`config.mk`:
```
export PLATFORM = sky130hd
export DESIGN_NAME = rsc_top
export DESIGN_NICKNAME = d
export VERILOG_FILES = /design/src/include/rsc_pkg.sv /design/src/hw/rsc_top.sv
export VERILOG_INCLUDE_DIRS = /design/src /design/src/include
export SDC_FILE = /design/constraint.sdc
export NUM_CORES = 1
export LEC_CHECK = 0
export BUFFER_PORTS_ARGS = -buffer_cell sky130_fd_sc_hd__buf_2
export CORE_ASPECT_RATIO = 0.75
export CORE_MARGIN = 8
export CORE_UTILIZATION = 55
export DETAILED_ROUTE_END_ITERATION = 8
export GPL_ROUTABILITY_DRIVEN = 0
export GPL_TIMING_DRIVEN = 0
export HOLD_SLACK_MARGIN = 0.03
export PLACE_DENSITY = 0.84
export SYNTH_ARGS = -nofsm -noshare
export SYNTH_HDL_FRONTEND = slang
export SYNTH_SLANG_ARGS = --single-unit
```
`constraint.sdc`:
```
create_clock -name i_clk_sys -period 3.3 [get_ports i_clk_sys]
set_clock_uncertainty 0.1 [all_clocks]
set_input_delay 0.495 -clock i_clk_sys [delete_from_list [all_inputs] [get_ports i_clk_sys]]
set_output_delay 0.495 -clock i_clk_sys [all_outputs]
set_load 0.02 [all_outputs]
```
`src/include/rsc_cfg.svh`:
```
// rsc_cfg.svh: offsets, field positions, reset values and timing counts
// assumes inclusion by bare name; definitions only
`ifndef RSC_CFG_SVH
`define RSC_CFG_SVH
`define RSC_OFF_THRESH   8'h00
`define RSC_OFF_CAUSE    8'h04
`define RSC_OFF_STATUS   8'h08
`define RSC_OFF_FLASH1   8'h0c
`define RSC_OFF_IRQ_STAT 8'h10
`define RSC_OFF_IRQ_CLR  8'h14
`define RSC_OFF_IRQ_EN   8'h18
`define RSC_THRESH_POR   8'h55
`define RSC_CODE_2V10    8'h55
`define RSC_CODE_2V55    8'h33
`define RSC_CODE_3V15    8'h99
`define RSC_CODE_3V80    8'haa
`define RSC_IAP_KEY      8'h55
`define RSC_BIT_WDCODE   0
`define RSC_BIT_LRF      1
`define RSC_BIT_SUPPLY_DROP_CAUSE_FLAG     2
`define RSC_BIT_CONTROL_CODE_FAULT_FLAG     3
`define RSC_NUM_EV       5
`define RSC_CNT_W        16
`define RSC_CLK_KHZ      20000
`define RSC_FILTER_NS    120000
`define RSC_FAULT_NS     50000
`define RSC_FILTER_CYC   ((`RSC_FILTER_NS / 1000) * `RSC_CLK_KHZ / 1000)
`define RSC_FAULT_CYC    ((`RSC_FAULT_NS / 1000) * `RSC_CLK_KHZ / 1000)
`define RSC_HOLD_CYC     2
`endif

```
`src/include/rsc_pkg.sv`:
```
// rsc_pkg: types shared by the reset source control block
// assumes rsc_cfg.svh is on the include path
`include "rsc_cfg.svh"
package rsc_pkg;
    // sequencer states, one-hot
    typedef enum logic [1:0] {
        RSC_ST_RUN  = 2'b01,
        RSC_ST_HOLD = 2'b10
    } rsc_state_t;
    // cpu power mode reported by the clock controller
    typedef enum logic [1:0] {
        RSC_PM_FAST  = 2'b00,
        RSC_PM_SLOW  = 2'b01,
        RSC_PM_IDLE  = 2'b10,
        RSC_PM_SLEEP = 2'b11
    } rsc_pwr_mode_t;
    // ahb-lite request side
    typedef struct packed {
        logic        hsel;
        logic [31:0] haddr;
        logic [1:0]  htrans;
        logic        hwrite;
        logic [2:0]  hsize;
        logic        hready;
        logic [31:0] hwdata;
    } rsc_ahb_req_t;
    // ahb-lite response side
    typedef struct packed {
        logic [31:0] hrdata;
        logic        hreadyout;
        logic        hresp;
    } rsc_ahb_rsp_t;
    // initial conditions applied to the rest of the chip
    typedef struct packed {
        logic pc_zero;
        logic sp_reset;
        logic irq_off;
        logic wdt_restart;
        logic tmr_off;
        logic port_in;
    } rsc_init_t;
endpackage

```
`src/hw/rsc_top.sv`:
```
// rsc_top: reset source control with supply drop filter, threshold code
// check, flash key reset, watchdog expiry handling and ahb-lite registers
// assumes all inputs synchronous to i_clk_sys; supply compare comes from
// the analog comparator already referenced to o_threshold_code
//
// How it works
// - supply drop below threshold resets, sets flag
// - ignore drops shorter than filter time
// - four threshold codes select four voltages
// - undefined code resets after fault delay
// - code fault reset restores threshold power-on value
// - supply drop reset keeps threshold contents
// - threshold register powers up at 55h
// - monitor off in idle or sleep
// - supply drop flag bit 2, software clears
// - code fault flag bit 1, software clears
// - cause bits 7 to 4 read zero
// - writing 55h to flash control resets
// - watchdog expiry running: full reset, expiry flag
// - watchdog expiry asleep: clear pc, sp only
// - status flags set per reset source
// - power-on: pc zero, irqs off, sp top
// - power-on: wdt restart, timers off, ports input
// - guard register fault sets flag bit 3
`timescale 1ns/1ns
`include "rsc_cfg.svh"
module rsc_top
    import rsc_pkg::*;
#(
    parameter int unsigned FILTER_CYC = `RSC_FILTER_CYC, // supply drop filter
    parameter int unsigned FAULT_CYC  = `RSC_FAULT_CYC   // code fault delay
) (
    input  wire logic          i_clk_sys,
    input  wire logic          i_resetn,
    input  wire logic          i_ce,
    input  wire rsc_ahb_req_t  i_ahb,
    input  wire logic          i_supply_low,
    input  wire rsc_pwr_mode_t i_pwr_mode,
    input  wire logic          i_pin_clear,
    input  wire logic          i_wdt_expiry,
    input  wire logic          i_wdt_code_fault,
    input  wire logic          i_guard_fault,
    output rsc_ahb_rsp_t       o_ahb,
    output logic               o_dev_reset,
    output rsc_init_t          o_init,
    output logic               o_monitor_en,
    output logic [7:0]         o_threshold_code,
    output logic               o_wdt_expiry_flag,
    output logic               o_powerdown_flag,
    output logic               o_irq
);
    localparam int CW = `RSC_CNT_W;
    localparam int NE = `RSC_NUM_EV;

    // whole state of the block
    typedef struct packed {
        rsc_state_t        st;        // sequencer state
        logic [3:0]        hold_cnt;  // cycles of reset left
        logic [7:0]        thresh;    // supply threshold select
        logic [3:0]        cause;     // cause flags
        logic              to_flag;   // watchdog expiry flag
        logic              pd_flag;   // powerdown flag
        logic [CW-1:0]     filt_cnt;  // supply low duration
        logic [CW-1:0]     fault_cnt; // undefined code duration
        logic [NE-1:0]     irq_stat;  // sticky events
        logic [NE-1:0]     irq_en;    // event enables
        logic              irq;       // interrupt line
        rsc_init_t         init;      // initial condition strobes
        logic              dev_reset; // full device reset
        logic              mon_en;    // supply monitor enable
        logic              ahb_act;   // data phase pending
        logic              ahb_wr;    // pending transfer is a write
        logic              ahb_map;   // upper address bits zero
        logic [7:0]        ahb_addr;  // pending byte offset
        rsc_ahb_rsp_t      rsp;       // bus answer
    } rsc_regs_t;

    rsc_regs_t q;
    rsc_regs_t d;

    // one of the four defined threshold codes
    function automatic logic code_valid(input logic [7:0] c);
        return (c == `RSC_CODE_2V10) || (c == `RSC_CODE_2V55) ||
               (c == `RSC_CODE_3V15) || (c == `RSC_CODE_3V80);
    endfunction

    // idle or sleep
    function automatic logic low_power(input rsc_pwr_mode_t m);
        return (m == RSC_PM_IDLE) || (m == RSC_PM_SLEEP);
    endfunction

    // register read mux, reserved and unmapped read zero
    function automatic logic [31:0] rd_mux(input rsc_regs_t s);
        logic [31:0] v;
        v = 32'h0000_0000;
        if (!s.ahb_map) begin
            v = 32'h0000_0000;
        end else if (s.ahb_addr == `RSC_OFF_THRESH) begin
            v = {24'h00_0000, s.thresh};
        end else if (s.ahb_addr == `RSC_OFF_CAUSE) begin
            v = {28'h000_0000, s.cause};
        end else if (s.ahb_addr == `RSC_OFF_STATUS) begin
            v = {30'h0, s.pd_flag, s.to_flag};
        end else if (s.ahb_addr == `RSC_OFF_IRQ_STAT) begin
            v = {27'h0, s.irq_stat};
        end else if (s.ahb_addr == `RSC_OFF_IRQ_EN) begin
            v = {27'h0, s.irq_en};
        end
        return v;
    endfunction

    // decoded events, visible to the assertions
    logic wr_now;
    logic lvr_hit;
    logic fault_hit;
    logic iap_hit;
    logic wdt_run;
    logic wdt_low;
    logic full_req;

    // next state
    always_comb begin
        d = q;
        // data phase write this cycle
        wr_now = q.ahb_act && q.ahb_wr && q.ahb_map;
        // supply drop lasting longer than the filter time
        lvr_hit = (q.st == RSC_ST_RUN) && q.mon_en && i_supply_low &&
                  (q.filt_cnt >= CW'(FILTER_CYC));
        // undefined threshold code persisting through the fault delay
        fault_hit = (q.st == RSC_ST_RUN) && !code_valid(q.thresh) &&
                    (q.fault_cnt >= CW'(FAULT_CYC - 1));
        iap_hit = wr_now && (q.ahb_addr == `RSC_OFF_FLASH1) &&
                  (i_ahb.hwdata[7:0] == `RSC_IAP_KEY);
        wdt_run = i_wdt_expiry && !low_power(i_pwr_mode);
        wdt_low = i_wdt_expiry && low_power(i_pwr_mode);
        full_req = lvr_hit || fault_hit || iap_hit || i_pin_clear || wdt_run ||
                   i_guard_fault || i_wdt_code_fault;

        // monitor follows power mode
        d.mon_en = !low_power(i_pwr_mode);

        // filter counters, saturating; cleared outside run
        if (q.st == RSC_ST_RUN && q.mon_en && i_supply_low) begin
            if (q.filt_cnt != {CW{1'b1}}) begin
                d.filt_cnt = q.filt_cnt + CW'(1);
            end
        end else begin
            d.filt_cnt = '0;
        end
        if (q.st == RSC_ST_RUN && !code_valid(q.thresh)) begin
            if (q.fault_cnt != {CW{1'b1}}) begin
                d.fault_cnt = q.fault_cnt + CW'(1);
            end
        end else begin
            d.fault_cnt = '0;
        end

        // software writes
        if (wr_now) begin
            if (q.ahb_addr == `RSC_OFF_THRESH) begin
                d.thresh = i_ahb.hwdata[7:0];
            end else if (q.ahb_addr == `RSC_OFF_CAUSE) begin
                // only zeros act: software may clear, never set
                d.cause = q.cause & i_ahb.hwdata[3:0];
            end else if (q.ahb_addr == `RSC_OFF_IRQ_CLR) begin
                d.irq_stat = q.irq_stat & ~i_ahb.hwdata[NE-1:0];
            end else if (q.ahb_addr == `RSC_OFF_IRQ_EN) begin
                d.irq_en = i_ahb.hwdata[NE-1:0];
            end
        end

        // hardware sets win over software clears
        if (lvr_hit) begin
            d.cause[`RSC_BIT_SUPPLY_DROP_CAUSE_FLAG] = 1'b1;
        end
        if (fault_hit) begin
            d.cause[`RSC_BIT_LRF] = 1'b1;
        end
        if (i_guard_fault && q.st == RSC_ST_RUN) begin
            d.cause[`RSC_BIT_CONTROL_CODE_FAULT_FLAG] = 1'b1;
        end
        if (i_wdt_code_fault && q.st == RSC_ST_RUN) begin
            d.cause[`RSC_BIT_WDCODE] = 1'b1;
        end

        // reset sequencer
        case (q.st)
            RSC_ST_RUN: begin
                if (full_req) begin
                    // full reset, same conditions as power-on
                    d.st        = RSC_ST_HOLD;
                    d.hold_cnt  = 4'(`RSC_HOLD_CYC - 1);
                    d.dev_reset = 1'b1;
                    d.init      = '1;
                    if (fault_hit) begin
                        d.thresh = `RSC_THRESH_POR;
                    end else if (lvr_hit) begin
                        d.thresh = q.thresh;
                    end else begin
                        d.thresh = `RSC_THRESH_POR;
                    end
                    if (wdt_run) begin
                        d.to_flag = 1'b1;
                    end
                end else if (wdt_low) begin
                    // warm restart: only pc and sp, rest untouched
                    d.st            = RSC_ST_HOLD;
                    d.hold_cnt      = 4'(`RSC_HOLD_CYC - 1);
                    d.init.pc_zero  = 1'b1;
                    d.init.sp_reset = 1'b1;
                    d.to_flag       = 1'b1;
                    d.pd_flag       = 1'b1;
                end
            end
            RSC_ST_HOLD: begin
                // requests arriving now are absorbed by this reset
                if (q.hold_cnt == 4'h0) begin
                    d.st        = RSC_ST_RUN;
                    d.dev_reset = 1'b0;
                    d.init      = '0;
                end else begin
                    d.hold_cnt = q.hold_cnt - 4'h1;
                end
            end
            default: begin
                d.st = RSC_ST_RUN;
            end
        endcase

        // sticky events; set wins over clear
        d.irq_stat = d.irq_stat |
                     {iap_hit, i_wdt_expiry, i_guard_fault, fault_hit, lvr_hit};
        d.irq = |(d.irq_stat & d.irq_en);

        // bus slave: one wait state, answer always okay
        d.rsp.hresp = 1'b0;
        if (q.ahb_act) begin
            d.ahb_act       = 1'b0;
            d.rsp.hreadyout = 1'b1;
            d.rsp.hrdata    = q.ahb_wr ? 32'h0000_0000 : rd_mux(q);
        end
        if (i_ahb.hsel && i_ahb.htrans[1] && i_ahb.hready) begin
            d.ahb_act       = 1'b1;
            d.ahb_wr        = i_ahb.hwrite;
            d.ahb_map       = (i_ahb.haddr[31:8] == 24'h00_0000);
            d.ahb_addr      = i_ahb.haddr[7:0];
            d.rsp.hreadyout = 1'b0;
        end
    end

    // state register; reset is the power-on reset
    always_ff @(posedge i_clk_sys) begin
        if (!i_resetn) begin
            q           <= '0;
            q.st        <= RSC_ST_HOLD;
            q.hold_cnt  <= 4'(`RSC_HOLD_CYC - 1);
            q.thresh    <= `RSC_THRESH_POR;
            q.init      <= '1;
            q.dev_reset <= 1'b1;
            q.to_flag   <= 1'b0;
            q.pd_flag   <= 1'b0;
            q.mon_en    <= 1'b1;
            q.rsp       <= '{hrdata: 32'h0000_0000, hreadyout: 1'b1, hresp: 1'b0};
        end else if (i_ce) begin
            q <= d;
        end
    end

    // outputs straight from flops
    assign o_ahb             = q.rsp;
    assign o_dev_reset       = q.dev_reset;
    assign o_init            = q.init;
    assign o_monitor_en      = q.mon_en;
    assign o_threshold_code  = q.thresh;
    assign o_wdt_expiry_flag = q.to_flag;
    assign o_powerdown_flag  = q.pd_flag;
    assign o_irq             = q.irq;

    // age of an undefined code in run, counted apart from the fault counter
    // so a late fault reset cannot hide behind the design's own count
    logic [CW-1:0] bad_age;
    always_ff @(posedge i_clk_sys) begin
        if (!i_resetn || q.st != RSC_ST_RUN || code_valid(o_threshold_code)) begin
            bad_age <= '0;
        end else if (i_ce && bad_age != {CW{1'b1}}) begin
            bad_age <= bad_age + CW'(1);
        end
    end
endmodule // rsc_top

```
### After elaboration in Yosys (flattened, before gate mapping)

Index checks and enable logic that the tools add are counted.

* add/subtract/negate cells: 3
* order comparisons: 2
* equal/unequal tests: 29
* muxes and demuxes: 46
* bitwise logic cells: 6
* reduce and logical (&&, ||, !) cells: 58

Operators with widths (number)
* $mux 16: 4
* $mux 8: 8
* $mux 5: 8
* $reduce_and 4->1: 9
* $add 16x1->16 const B: 2
* $ne 16x16->1 const B: 2
* $mux 10: 3
* $eq 8x5->1 const B: 3
* $logic_not 24->1: 1
* $reduce_bool 2->1: 11
* $eq 8x4->1 const B: 2
* $eq 8x7->1 const B: 2
* $eq 8x8->1 const B: 2
* $ge 16x10->1 const B: 1
* $ge 16x12->1 const B: 1
* $ne 2x2->1 const B: 8
* $logic_and 1x1->1: 15
* $pmux 7 s2: 1
* $mux 12: 1
* $mux 4: 3
* $mux 6: 2
* $reduce_and 2->1: 6
* $mux 11: 1
* $and 5x5->5: 2
* 23 further kinds: 46

* bits in registers: 115
* output and inout port bits: 53

### Logic depth before layout (Yosys ltp)

Gate-level depths: netlist of the first run.

* word-level depth: 15
* gate-level depth with buffers: 8
* depth with buffers taken out: 8

### Worst setup path after synthesis of the first run

No wires, ideal clock.

* path type: register -> register
* from: reg q[64] in the netlist's numbering
* to: reg q[79] in the netlist's numbering
* library setup time: 0.123 ns
* arrival time: 2.038 ns
* setup slack: 1.039 ns
* stages on the path, launching flop included: 9
* path buffers: 1
* cell sequence: dfxtp_1 > ha_1 > and4_1 > nand3_1 > or4_1 > buf_2 > o31ai_4 > nor2_1 > mux2_1

* word-level cells in the longest chain between the ends: 3
* elaborated cells on any way between the ends: 6
* classes of those cells: 1 x add/sub; 2 x eq/ne; 2 x mux; 1 x reduce/logical

RTL lines
* from (decl): RTL line rsc_top.sv:78 `rsc_regs_t q;`
* $add 16x1->16 / $ne 16x16->1 (equally long branches): RTL line rsc_top.sv:152, rsc_top.sv:151
* $mux 16 / $ne 2x1->1 (equally long branches)
* $mux 16 / $reduce_and 2->1 (equally long branches)

Several ways; a longest one is shown, not always the timed one. The select of a mux whose other input is x is not followed.
A chain may end at the register's enable or synchronous reset.

### Final worst setup path of the first run

* from: reg q (netlist bit o_threshold_code[0])
* to: reg q[68] in the netlist's numbering

* word-level cells in the longest chain between the ends: 8
* elaborated cells on any way between the ends: 12
* classes of those cells: 5 x eq/ne; 1 x mux; 6 x reduce/logical

RTL lines
* $eq 8x7->1 (no source line) / $eq 8x6->1 (equally long branches)
* $logic_or 1x1->1 (2 in a row)
* $logic_or 1x1->1 *
* $logic_not 1->1 *: RTL line rsc_top.sv:150 `if (q.st == RSC_ST_RUN && !code_valid(q.thresh)) begin`
* $logic_and 1x1->1 *: RTL line rsc_top.sv:150
* $ne 2x1->1 (no source line)
* $reduce_and 2->1 (no source line)

Mark *: on every way between the ends. The rest lies on a longest branch, timed or not.

==> metrics, run 1 <==
global route overflow=0; Hold Vio Cnt, Final=0; Final #Nets=around 800; Netlist cell types=~70; PortBufs=79; DR vias=4960; Antenna Diode Count=0; met3 usage=5.57%; RSZ-0062 raised after global routing=false; Setup violations, final=0; most frequent cells in the layout=86 x dfxtp_1, 81 x buf_2, 65 x nor2_1; Worst-path clk slew=around 0.060 ns; Crit. End Element=register; Worst Tran Pin Value=around 0.82 ns; fin crit period=between 2 and 3 ns; met2 Usage GRT=36.7%; clk root buf=clkbuf_16; Top delay family on crit path=simple AND/OR/NAND/NOR gates; Tightest Hold Check Type=in2reg; Die H=96.8 microns; CP peak stage delay=0.70 ns; outcome=finished, final reports clean; post-CTS sizing=0; CTS H-tree lvls=3; Post-synth top flop=dfxtp_1; share of cells above drive strength 1=roughly 22%; Initial Util=56.7%; startpoint type of the worst setup path=register; most common cell after layout, fill and taps aside=dfxtp_1; Yosys warnings=0; post-synthesis sequential area ratio=about 36%; Sequential Area=between 1500 and 2000 sq um; maximum clock rate=approximately 360 MHz; ys async rst share=0%; Core ar.=~8500 sq um; Max Transition Viols Final=0; number of synthesized register bits=86; largest net degree at the start of global routing=14; Critical Path, Cell by Cell=nor4bb_1 > nand3_1 > and3_1 > o31ai_1 > clkbuf_1 > nor2_1; fill count=737; share of the synthesized area in the top cell type=35.9%; TritonCTS Buffers=9; CTS Sinks=86; final worst-path cycle share=a little under nine tenths; DRT iter0 DRCs=600; Ports=around 140; syn_area_per_cell=between 7 and 8 sq um; area occupied by multi-input gates=approximately 2600 sq um; Worst EP required=3.41 ns; die area=12000 sq um; postcts setup bufs=0; Initial DRT Pass Iterations=6; Area Growth Syn to Fin=19.3%; CP Max Fanout=10; number of global-route vias before repair=roughly 4700; residual DRC count=0; Die X=about 120 microns; Yosys top cell by area=dfxtp_1; worst path arrival time=between 2 and 3 ns; CP bufs+invs=1; Pleak=roughly 2.3 nW; most crowded layer after global routing=met2; Final Non-Filler Cells=830; Site Rows=29; EDFF count, synth=0; CTS tree=done; power per cell area=between 400 and 500 nW/um^2; first-pass GRT wire length=23000 microns; Bufs on Longest Clock Path=2; Cells after Synth=a little over 600; ANT nets after route=0; GRT Overall Usage=a little under a quarter; initial antenna violation count=0; Post-Syn Area=4790 sq um; post-route setup TNS=0 ns; Slowest-stage cell, CP=o31ai_1; max-cap violations=0; placed cell count=between 800 and 900; synth top area cells=dfxtp_1 36%, buf_4 7.5%, a21oi_1 5.6%, nor2_1 5.1%, nand2_1 4.2%; WL/cell=about 17 microns; Global Route met1 Usage=between 30% and 40%; CTS Hold Bufs=0; routed wire length=about 14000 microns; Via density=around 6; HPWL after detailed placement=~11000 microns; worst-skew pair later-pin latency=between 0.3 and 0.4 ns; peak supply drop=0.000429 V; slew margin rel.=between 40 and 50%; Setup CP Type=reg2reg
-- sequential cells by signal, summed over array words and instances (netlist names) --
signal,count
q,63
o_ahb,9
o_wdt_expiry_flag,1
o_init,2
o_powerdown_flag,1
o_threshold_code,8
o_monitor_en,1
o_irq,1
-- metrics by stage --
step | hold WS, ns | power, mW | util (%) | area, sq um | worst slack [ns]
after floorplan | 0.332 | 1.43 | - | 4880 | 1.04
after global placement | 0.345 | 1.55 | 64.0 | 5410 | 0.737
after detailed placement | 0.348 | 1.57 | 64.0 | 5410 | 0.617
after CTS | 0.290 | 2.62 | 67.6 | 5720 | 0.591
after global routing | 0.307 | 2.71 | 67.6 | 5720 | 0.391
final | 0.293 | 2.62 | 67.6 | 5720 | 0.491
-- final timing paths --
path,startpoint,endpoint,slack [ns],cells after the start
worst max-delay path,o_threshold_code[0]$_SDFFE_PN1P_,q[68]$_SDFFE_PN0P_,0.49,6
worst min-delay path,i_ahb[36],q[43]$_SDFFE_PN0P_,0.29,3
worst max register to register,o_threshold_code[0]$_SDFFE_PN1P_,q[68]$_SDFFE_PN0P_,0.49,6
worst min register to register,o_ahb[5]$_SDFFE_PN0P_,o_ahb[5]$_SDFFE_PN0P_,0.35,2
-- layout make-up --
cell class                      instances  area share (%)
Sequential cell                        86            30.1
Timing Repair Buffer                   79            6.91
Multi-Input combinational cell        452            46.2
Clock inverter                          4            1.27
Buffer                                 71            7.86
Clock buffer                           11            4.07
Inverter                               19            1.25
Tap cell                              108            2.36
-- layer usage --
metal  share of wire [%]  vias up
met1                  40     2296
met2                  46      294
met4                 2.0        0
met3                  12       38
li1                    -     2332
met5                   0        -
-- power breakdown --
| part | switching, mW | internal, mW |
|---|---|---|
| logic | 0.272 | 0.176 |
| registers | 0.0359 | 1.07 |
| clock network | 0.405 | 0.658 |
| total | 0.714 | 1.91 |
-- synthesized netlist by cell type (3+ instances only) --
cell,n
a21oi_1,54
a221oi_1,3
a22o_1,3
a22oi_1,10
a31oi_1,3
and2_1,5
and3_1,8
and4_1,6
buf_4,48
clkbuf_1,19
dfxtp_1,86
ha_1,4
inv_1,17
mux2i_1,8
nand2_1,54
nand2b_1,4
nand3_1,32
nand4_1,21
nor2_1,65
nor2b_1,3
nor3_1,14
nor3b_1,4
nor4_1,11
nor4bb_1,3
o2111ai_1,4
o211a_1,4
o21a_1,4
o21ai_0,26
o21ai_1,6
or3_1,12
xnor2_1,7
xor2_1,11
-- worst min-delay path, stage by stage --
cell and delay [ns]:
buf_2 0.09, nand2_1 0.04, a21oi_1 0.05
-- cell families after synthesis --
family	after synthesis	share of synthesized area [%]
AOI/OAI and AO/OA	140	19.0
xor gates and xnor gates	18	3.29
adders and majority gates	4	1.04
buffers and inverters	90	10.9
DFF	86	35.9
muxes	9	1.91
other	1	0.0783
and+or+nand+nor	256	27.9
No activity file was read; power rests on OpenSTA's default activity.
==> inputs of run 2 (changes only) <==
--- a/config.mk
+++ b/config.mk
@@ -10,11 +10,13 @@
 export CORE_ASPECT_RATIO = 0.75
 export CORE_MARGIN = 8
 export CORE_UTILIZATION = 55
+export CTS_CLUSTER_SIZE = 20
 export DETAILED_ROUTE_END_ITERATION = 8
 export GPL_ROUTABILITY_DRIVEN = 0
 export GPL_TIMING_DRIVEN = 0
 export HOLD_SLACK_MARGIN = 0.03
 export PLACE_DENSITY = 0.84
+export SETUP_SLACK_MARGIN = 0.5
 export SYNTH_ARGS = -nofsm -noshare
 export SYNTH_HDL_FRONTEND = slang
 export SYNTH_SLANG_ARGS = --single-unit
==> run 2 against run 1 <==
Critical path depth increased by 1. Clock power about the same. Global-route usage unchanged.
==> metrics, run 2 (same netlist as run 1, synthesis figures left out) <==
Initial DRT Pass Iterations=5 (-1); Crit. End Element=register; Core ar.=8450 sq um (unchanged); Die X=124 microns (unchanged); ANT nets after route=0 (unchanged); global route overflow=0 (unchanged); Setup violations, final=0 (unchanged); WL/cell=17.2 microns (+0.79%); final worst-path cycle share=78.7% (-6.5 points); share of cells above drive strength 1=22.0% (+0.14 points); Tightest Hold Check Type=in2reg; maximum clock rate=385 MHz (+8.2%); Area after DPL=5410 sq um (unchanged); HPWL after detailed placement=10700 microns (unchanged); max reg flops=63 (unchanged); final core occ=67.8% (+0.16 points); worst-skew pair later-pin latency=0.33 ns (about the same); Area Growth Syn to Fin=19.6%; CTS H-tree lvls=3 (unchanged); most common cell after layout, fill and taps aside=dfxtp_1; residual DRC count=0 (unchanged); PortBufs=79 (unchanged); worst path arrival time=2.72 ns (-0.20 ns); Antenna Diode Count=0 (unchanged); fill count=736 (-0.14%); CP Max Fanout=10 (unchanged); Largest Register=q; startpoint type of the worst setup path=register; DR vias=4963 (+0.060%); Via density=5.98 (about the same); Setup CP Type=reg2reg; Worst Tran Pin Value=0.724 ns (-0.0983 ns); TritonCTS Buffers=9 (unchanged); routed wire length=14200 microns (+0.79%); CTS Sinks=86 (unchanged); initial antenna violation count=0 (unchanged); post-route setup TNS=0 ns (unchanged); max-cap violations=0 (unchanged); Die H=96.8 microns (unchanged); first-pass GRT wire length=23000 microns (unchanged); Site Rows=29 (unchanged); Worst EP required=3.43 ns (+0.02 ns); RSZ-0062 raised after global routing=false; Worst-path clk slew=0.06 ns (about the same); outcome=finished, final reports clean; cell area after layout=5730 sq um (+0.24%); most frequent cells in the layout=86 x dfxtp_1, 81 x buf_2, 65 x nor2_1; Max Transition Viols Final=0 (unchanged); Pleak=2.31 nW (+0.20%); number of global-route vias before repair=4701 (unchanged); largest net degree at the start of global routing=14 (unchanged); die area=12000 sq um (unchanged); peak supply drop=0.000429 V (about the same); Initial Util=56.7% (unchanged); clk root buf=clkbuf_16; DRT iter0 DRCs=599 (-0.17%); Bufs on Longest Clock Path=2 (unchanged); power per cell area=457 nW/um^2 (-0.31%); CTS tree=done; Ports=135 (unchanged); Final #Nets=804 (unchanged); GRT Overall Usage=23.4% (unchanged); postcts setup bufs=0 (unchanged); slew margin rel.=51.4% (+6.6 points); Hold Vio Cnt, Final=0 (unchanged); fin crit period=2.60 ns (-0.214 ns)
-- run 2: cell counts in the layout (fill, tap and decap cells not counted) --
Identical to the previous run, type by type.
-- run 2: metal layers --
layer / vias up / GRT usage, % / wire length, microns
met3: 36 / 5.57 / 1690
met4: 0 / 7.66 / 292
met2: 303 / 36.7 / 6530
met5: - / 0 / 0
met1: 2293 / 30.6 / 5740
li1: 2331 / - / -
-- run 2: worst paths after layout --
kind	from	to	slack (ns)	cells after the start
worst max-delay path	o_threshold_code[0]$_SDFFE_PN1P_	o_threshold_code[1]$_SDFFE_PN0P_	0.70	7
worst min-delay path	i_ahb[36]	q[43]$_SDFFE_PN0P_	0.30	3
worst max register to register	o_threshold_code[0]$_SDFFE_PN1P_	o_threshold_code[1]$_SDFFE_PN0P_	0.70	7
worst min register to register	o_ahb[5]$_SDFFE_PN0P_	o_ahb[5]$_SDFFE_PN0P_	0.36	2
-- run 2: what timing repair did --
item / in CTS / in global routing
setup endpoints to repair: 0 / 11
resized for setup: 0 / 2
hold buffers: 0 / 0
-- run 2: cell type report --
cell class | instances | area (sq um) | share of cell area [%]
plain buffers | 71 | 449 | 7.84
clock buffers | 11 | 233 | 4.06
clock inverters | 4 | 72.6 | 1.27
inverters | 19 | 71.3 | 1.24
multi-input cells | 452 | 2650 | 46.3
flip-flops and latches | 86 | 1720 | 30.0
well taps | 108 | 135 | 2.36
repair buffers | 79 | 395 | 6.90
-- run 2: metrics by stage --
stage / std cells / total power, mW / hold slack, ns / setup WS [ns]
3_3_place_gp: 815 / 1.55 / 0.345 / 0.737
6_report: 830 / 2.62 / 0.297 / 0.704
4_1_cts: 830 / 2.62 / 0.290 / 0.591
2_1_floorplan: 628 / 1.43 / 0.332 / 1.04
5_1_grt: 830 / 2.71 / 0.307 / 0.573
3_5_place_dp: 815 / 1.57 / 0.348 / 0.617
-- run 2: power breakdown --
group	leakage, nW	internal, mW	switching, mW
registers	0.695	1.07	0.0361
logic	1.47	0.177	0.272
clock network	0.146	0.658	0.403
-- run 2: critical path: stages (launching register included) --
cell and delay [ns]:
dfxtp_1 0.53, nor4bb_1 0.38, nand3_1 0.22, a22o_1 0.33
a21oi_1 0.34, buf_2 0.27, nor3_1 0.07, o211a_1 0.23
==> inputs of run 3 (changes only) <==
--- a/config.mk
+++ b/config.mk
@@ -9,13 +9,13 @@
 export BUFFER_PORTS_ARGS = -buffer_cell sky130_fd_sc_hd__buf_2
 export CORE_ASPECT_RATIO = 0.75
 export CORE_MARGIN = 8
-export CORE_UTILIZATION = 55
+export CORE_UTILIZATION = 48
 export CTS_CLUSTER_SIZE = 20
 export DETAILED_ROUTE_END_ITERATION = 8
 export GPL_ROUTABILITY_DRIVEN = 0
 export GPL_TIMING_DRIVEN = 0
 export HOLD_SLACK_MARGIN = 0.03
-export PLACE_DENSITY = 0.84
+export PLACE_DENSITY = 0.77
 export SETUP_SLACK_MARGIN = 0.5
 export SYNTH_ARGS = -nofsm -noshare
 export SYNTH_HDL_FRONTEND = slang
==> constraint.sdc (replaced) <==
create_clock -name i_clk_sys -period 2.3 [get_ports i_clk_sys]
set_clock_uncertainty 0.1 [all_clocks]
set_input_delay 0.345 -clock i_clk_sys [delete_from_list [all_inputs] [get_ports i_clk_sys]]
set_output_delay 0.345 -clock i_clk_sys [all_outputs]
set_load 0.02 [all_outputs]
==> run 3 against run 2 <==
Global-route usage decreased by 1.2 points. Clock power increased by 32%. Clock-buffer cell count increased by 3. Final area increased by 21%. Hold slack got worse by 0.16 ns. Non-clock buffer count increased by 54. Flip-flop and latch count unchanged.
==> metrics, run 3 (same netlist as run 1, synthesis figures left out) <==
Bufs on Longest Clock Path=2 (unchanged); PortBufs=79 (unchanged); most common cell after layout, fill and taps aside=buf_4; Largest Register=q; power per cell area=534 nW/um^2 (+17%); CP peak stage delay=0.56 ns (+0.03 ns); Critical Path, Cell by Cell=or4b_4 > nor4_4 > buf_6 > nand2_1 > a21oi_1 > o22ai_1 > o31a_1; worst-skew pair later-pin latency=0.34 ns (about the same); Final Non-Filler Cells=908 (+9.4%); worst path arrival time=2.42 ns (-0.30 ns); WL/cell=18.8 microns (+9.4%); Setup CP Type=reg2reg; Initial Util=49.4% (-7.3 points); Worst Tran Pin Value=0.807 ns (+0.0835 ns); Ports=135 (unchanged); CTS H-tree lvls=3 (unchanged); RSZ-0062 raised after global routing=true; outcome=finished, final reports clean; startpoint type of the worst setup path=register; Area Growth Syn to Fin=45.0%; fin crit period=2.28 ns (-0.315 ns); initial antenna violation count=0 (unchanged); Worst R2R Setup Slack=0.02 ns (-0.69 ns); reg2reg end=o_irq$_SDFFE_PN0P_; maximum clock rate=438 MHz (+14%); HPWL after detailed placement=10700 microns (+0.49%); Setup violations, final=0 (unchanged); Tightest Hold Check Type=in2reg; clk root buf=clkbuf_16; most frequent cells in the layout=86 x buf_4, 81 x buf_2, 59 x dfxtp_1; fill count=700 (-4.9%); Reg2Reg Depth=7 (unchanged); Antenna Diode Count=0 (unchanged); Worst EP required=2.43 ns (-1.00 ns); Die X=131 microns (+6.1%); Pleak=2.78 nW (+20%); Die H=103 microns (+5.9%); Max Transition Viols Final=0 (unchanged); slew margin rel.=45.6% (-5.8 points); DR vias=5464 (+10%); CTS Hold Bufs=0 (unchanged); Initial DRT Pass Iterations=5 (unchanged); worst setup path end=o_irq$_SDFFE_PN0P_; crit path launch=q[40]$_SDFFE_PN0P_; Via density=6.02 (+0.64%); routed wire length=17100 microns (+20%); global route overflow=0 (unchanged); largest net degree at the start of global routing=14 (unchanged); Worst-path clk slew=0.06 ns (about the same); CP Max Fanout=6 (-4); DRT iter0 DRCs=590 (-1.5%); Crit. End Element=register; peak supply drop=0.000520 V (+21%); residual DRC count=0 (unchanged); max reg flops=63 (unchanged); TritonCTS Buffers=9 (unchanged); ANT nets after route=0 (unchanged); max-cap violations=0 (unchanged); number of global-route vias before repair=5042 (+7.3%); placed cell count=839 (+2.9%); Hold Vio Cnt, Final=0 (unchanged); Top delay family on crit path=simple AND/OR/NAND/NOR gates; r2r startpoint=q[40]$_SDFFE_PN0P_; Core ar.=9700 sq um (+15%); CTS Sinks=86 (unchanged); Site Rows=31 (+6.9%); share of cells above drive strength 1=43.8% (+22 points); first-pass GRT wire length=24600 microns (+6.7%); Slowest-stage cell, CP=or4b_4; Final #Nets=858 (+6.7%); CP Depth=7 (unchanged); post-route setup TNS=0 ns (unchanged); CTS tree=done; die area=13500 sq um (+12%); GRT Overall Usage=22.2% (-1.2 points); CP bufs+invs=1 (unchanged); final worst-path cycle share=99.2% (+21 points)
-- run 3: cell count changes in the layout (fill, tap and decap cells not counted), sizes merged --
cell      before  now
buf          131  186
bufinv         2    0
clkbuf        30   32
clkinvlp       1    0
-- run 3: per-stage QoR --
stage          hold slack [ns]  total power, mW  utilization (%)  instance area [sq um]  setup slack (ns)
2_1_floorplan            0.332             2.06                -                   5070            0.0863
3_3_place_gp             0.347             2.23             58.1                   5630           -0.0459
3_5_place_dp             0.355             2.25             58.1                   5630           -0.0868
4_1_cts                  0.135             3.63             66.1                   6400             0.118
5_1_grt                  0.147             3.84             71.6                   6950           -0.0693
6_report                 0.136             3.71             71.6                   6950            0.0190
-- run 3: worst register-to-register path, cell delays in order (launching register included) --
cell and delay (ns):
dfxtp_4 0.35, or4b_4 0.57, nor4_4 0.34, buf_6 0.19, nand2_1 0.07, a21oi_1 0.14
o22ai_1 0.12, o31a_1 0.30
-- run 3: how the worst min path moves through the flow --
stage                               start               endpoint  slack [ns]  cells past startpoint
finish                          i_ahb[45]     q[40]$_SDFFE_PN0P_        0.14                      3
global route                    i_ahb[46]     q[41]$_SDFFE_PN0P_        0.15                      3
CTS                             i_ahb[45]     q[40]$_SDFFE_PN0P_        0.13                      3
detailed placement  o_ahb[2]$_SDFFE_PN0P_  o_ahb[2]$_SDFFE_PN0P_        0.35                      2
global placement    o_ahb[5]$_SDFFE_PN0P_  o_ahb[5]$_SDFFE_PN0P_        0.35                      2
floorplan           o_ahb[5]$_SDFFE_PN0P_  o_ahb[5]$_SDFFE_PN0P_        0.33                      2
-- run 3: cell type report --
type                    count  area, sq um  share of cell area [%]
multi-input cells         452         3240                    46.7
flip-flops and latches     86         1790                    25.7
repair buffers            133          888                    12.8
plain buffers              71          513                    7.38
clock buffers              14          274                    3.94
well taps                 132          165                    2.38
inverters                  19         71.3                    1.03
clock inverters             1         5.00                  0.0720
-- run 3: timing repair --
| action | 4_1_cts | 5_1_grt |
|---|---|---|
| cloned | 2 | 0 |
| pin swaps | 28 | 38 |
| buffers inserted | 31 | 21 |
| setup endpoints to repair | 72 | 82 |
| gates resized for setup | 66 | 106 |
-- run 3: layer usage --
layer	global-route usage [%]	share of wire, %	up-vias
li1	-	-	2457
met1	26.0	39	2530
met2	37.0	46	392
met3	8.03	11	85
met4	8.88	3.7	0
met5	0	0	-
-- run 3: report_power, final --
group	leakage, nW	switching [mW]	internal, mW	total [mW]
Clock	0.139	0.585	0.814	1.40
Combinational	1.93	0.430	0.291	0.721
Sequential	0.708	0.0573	1.53	1.59
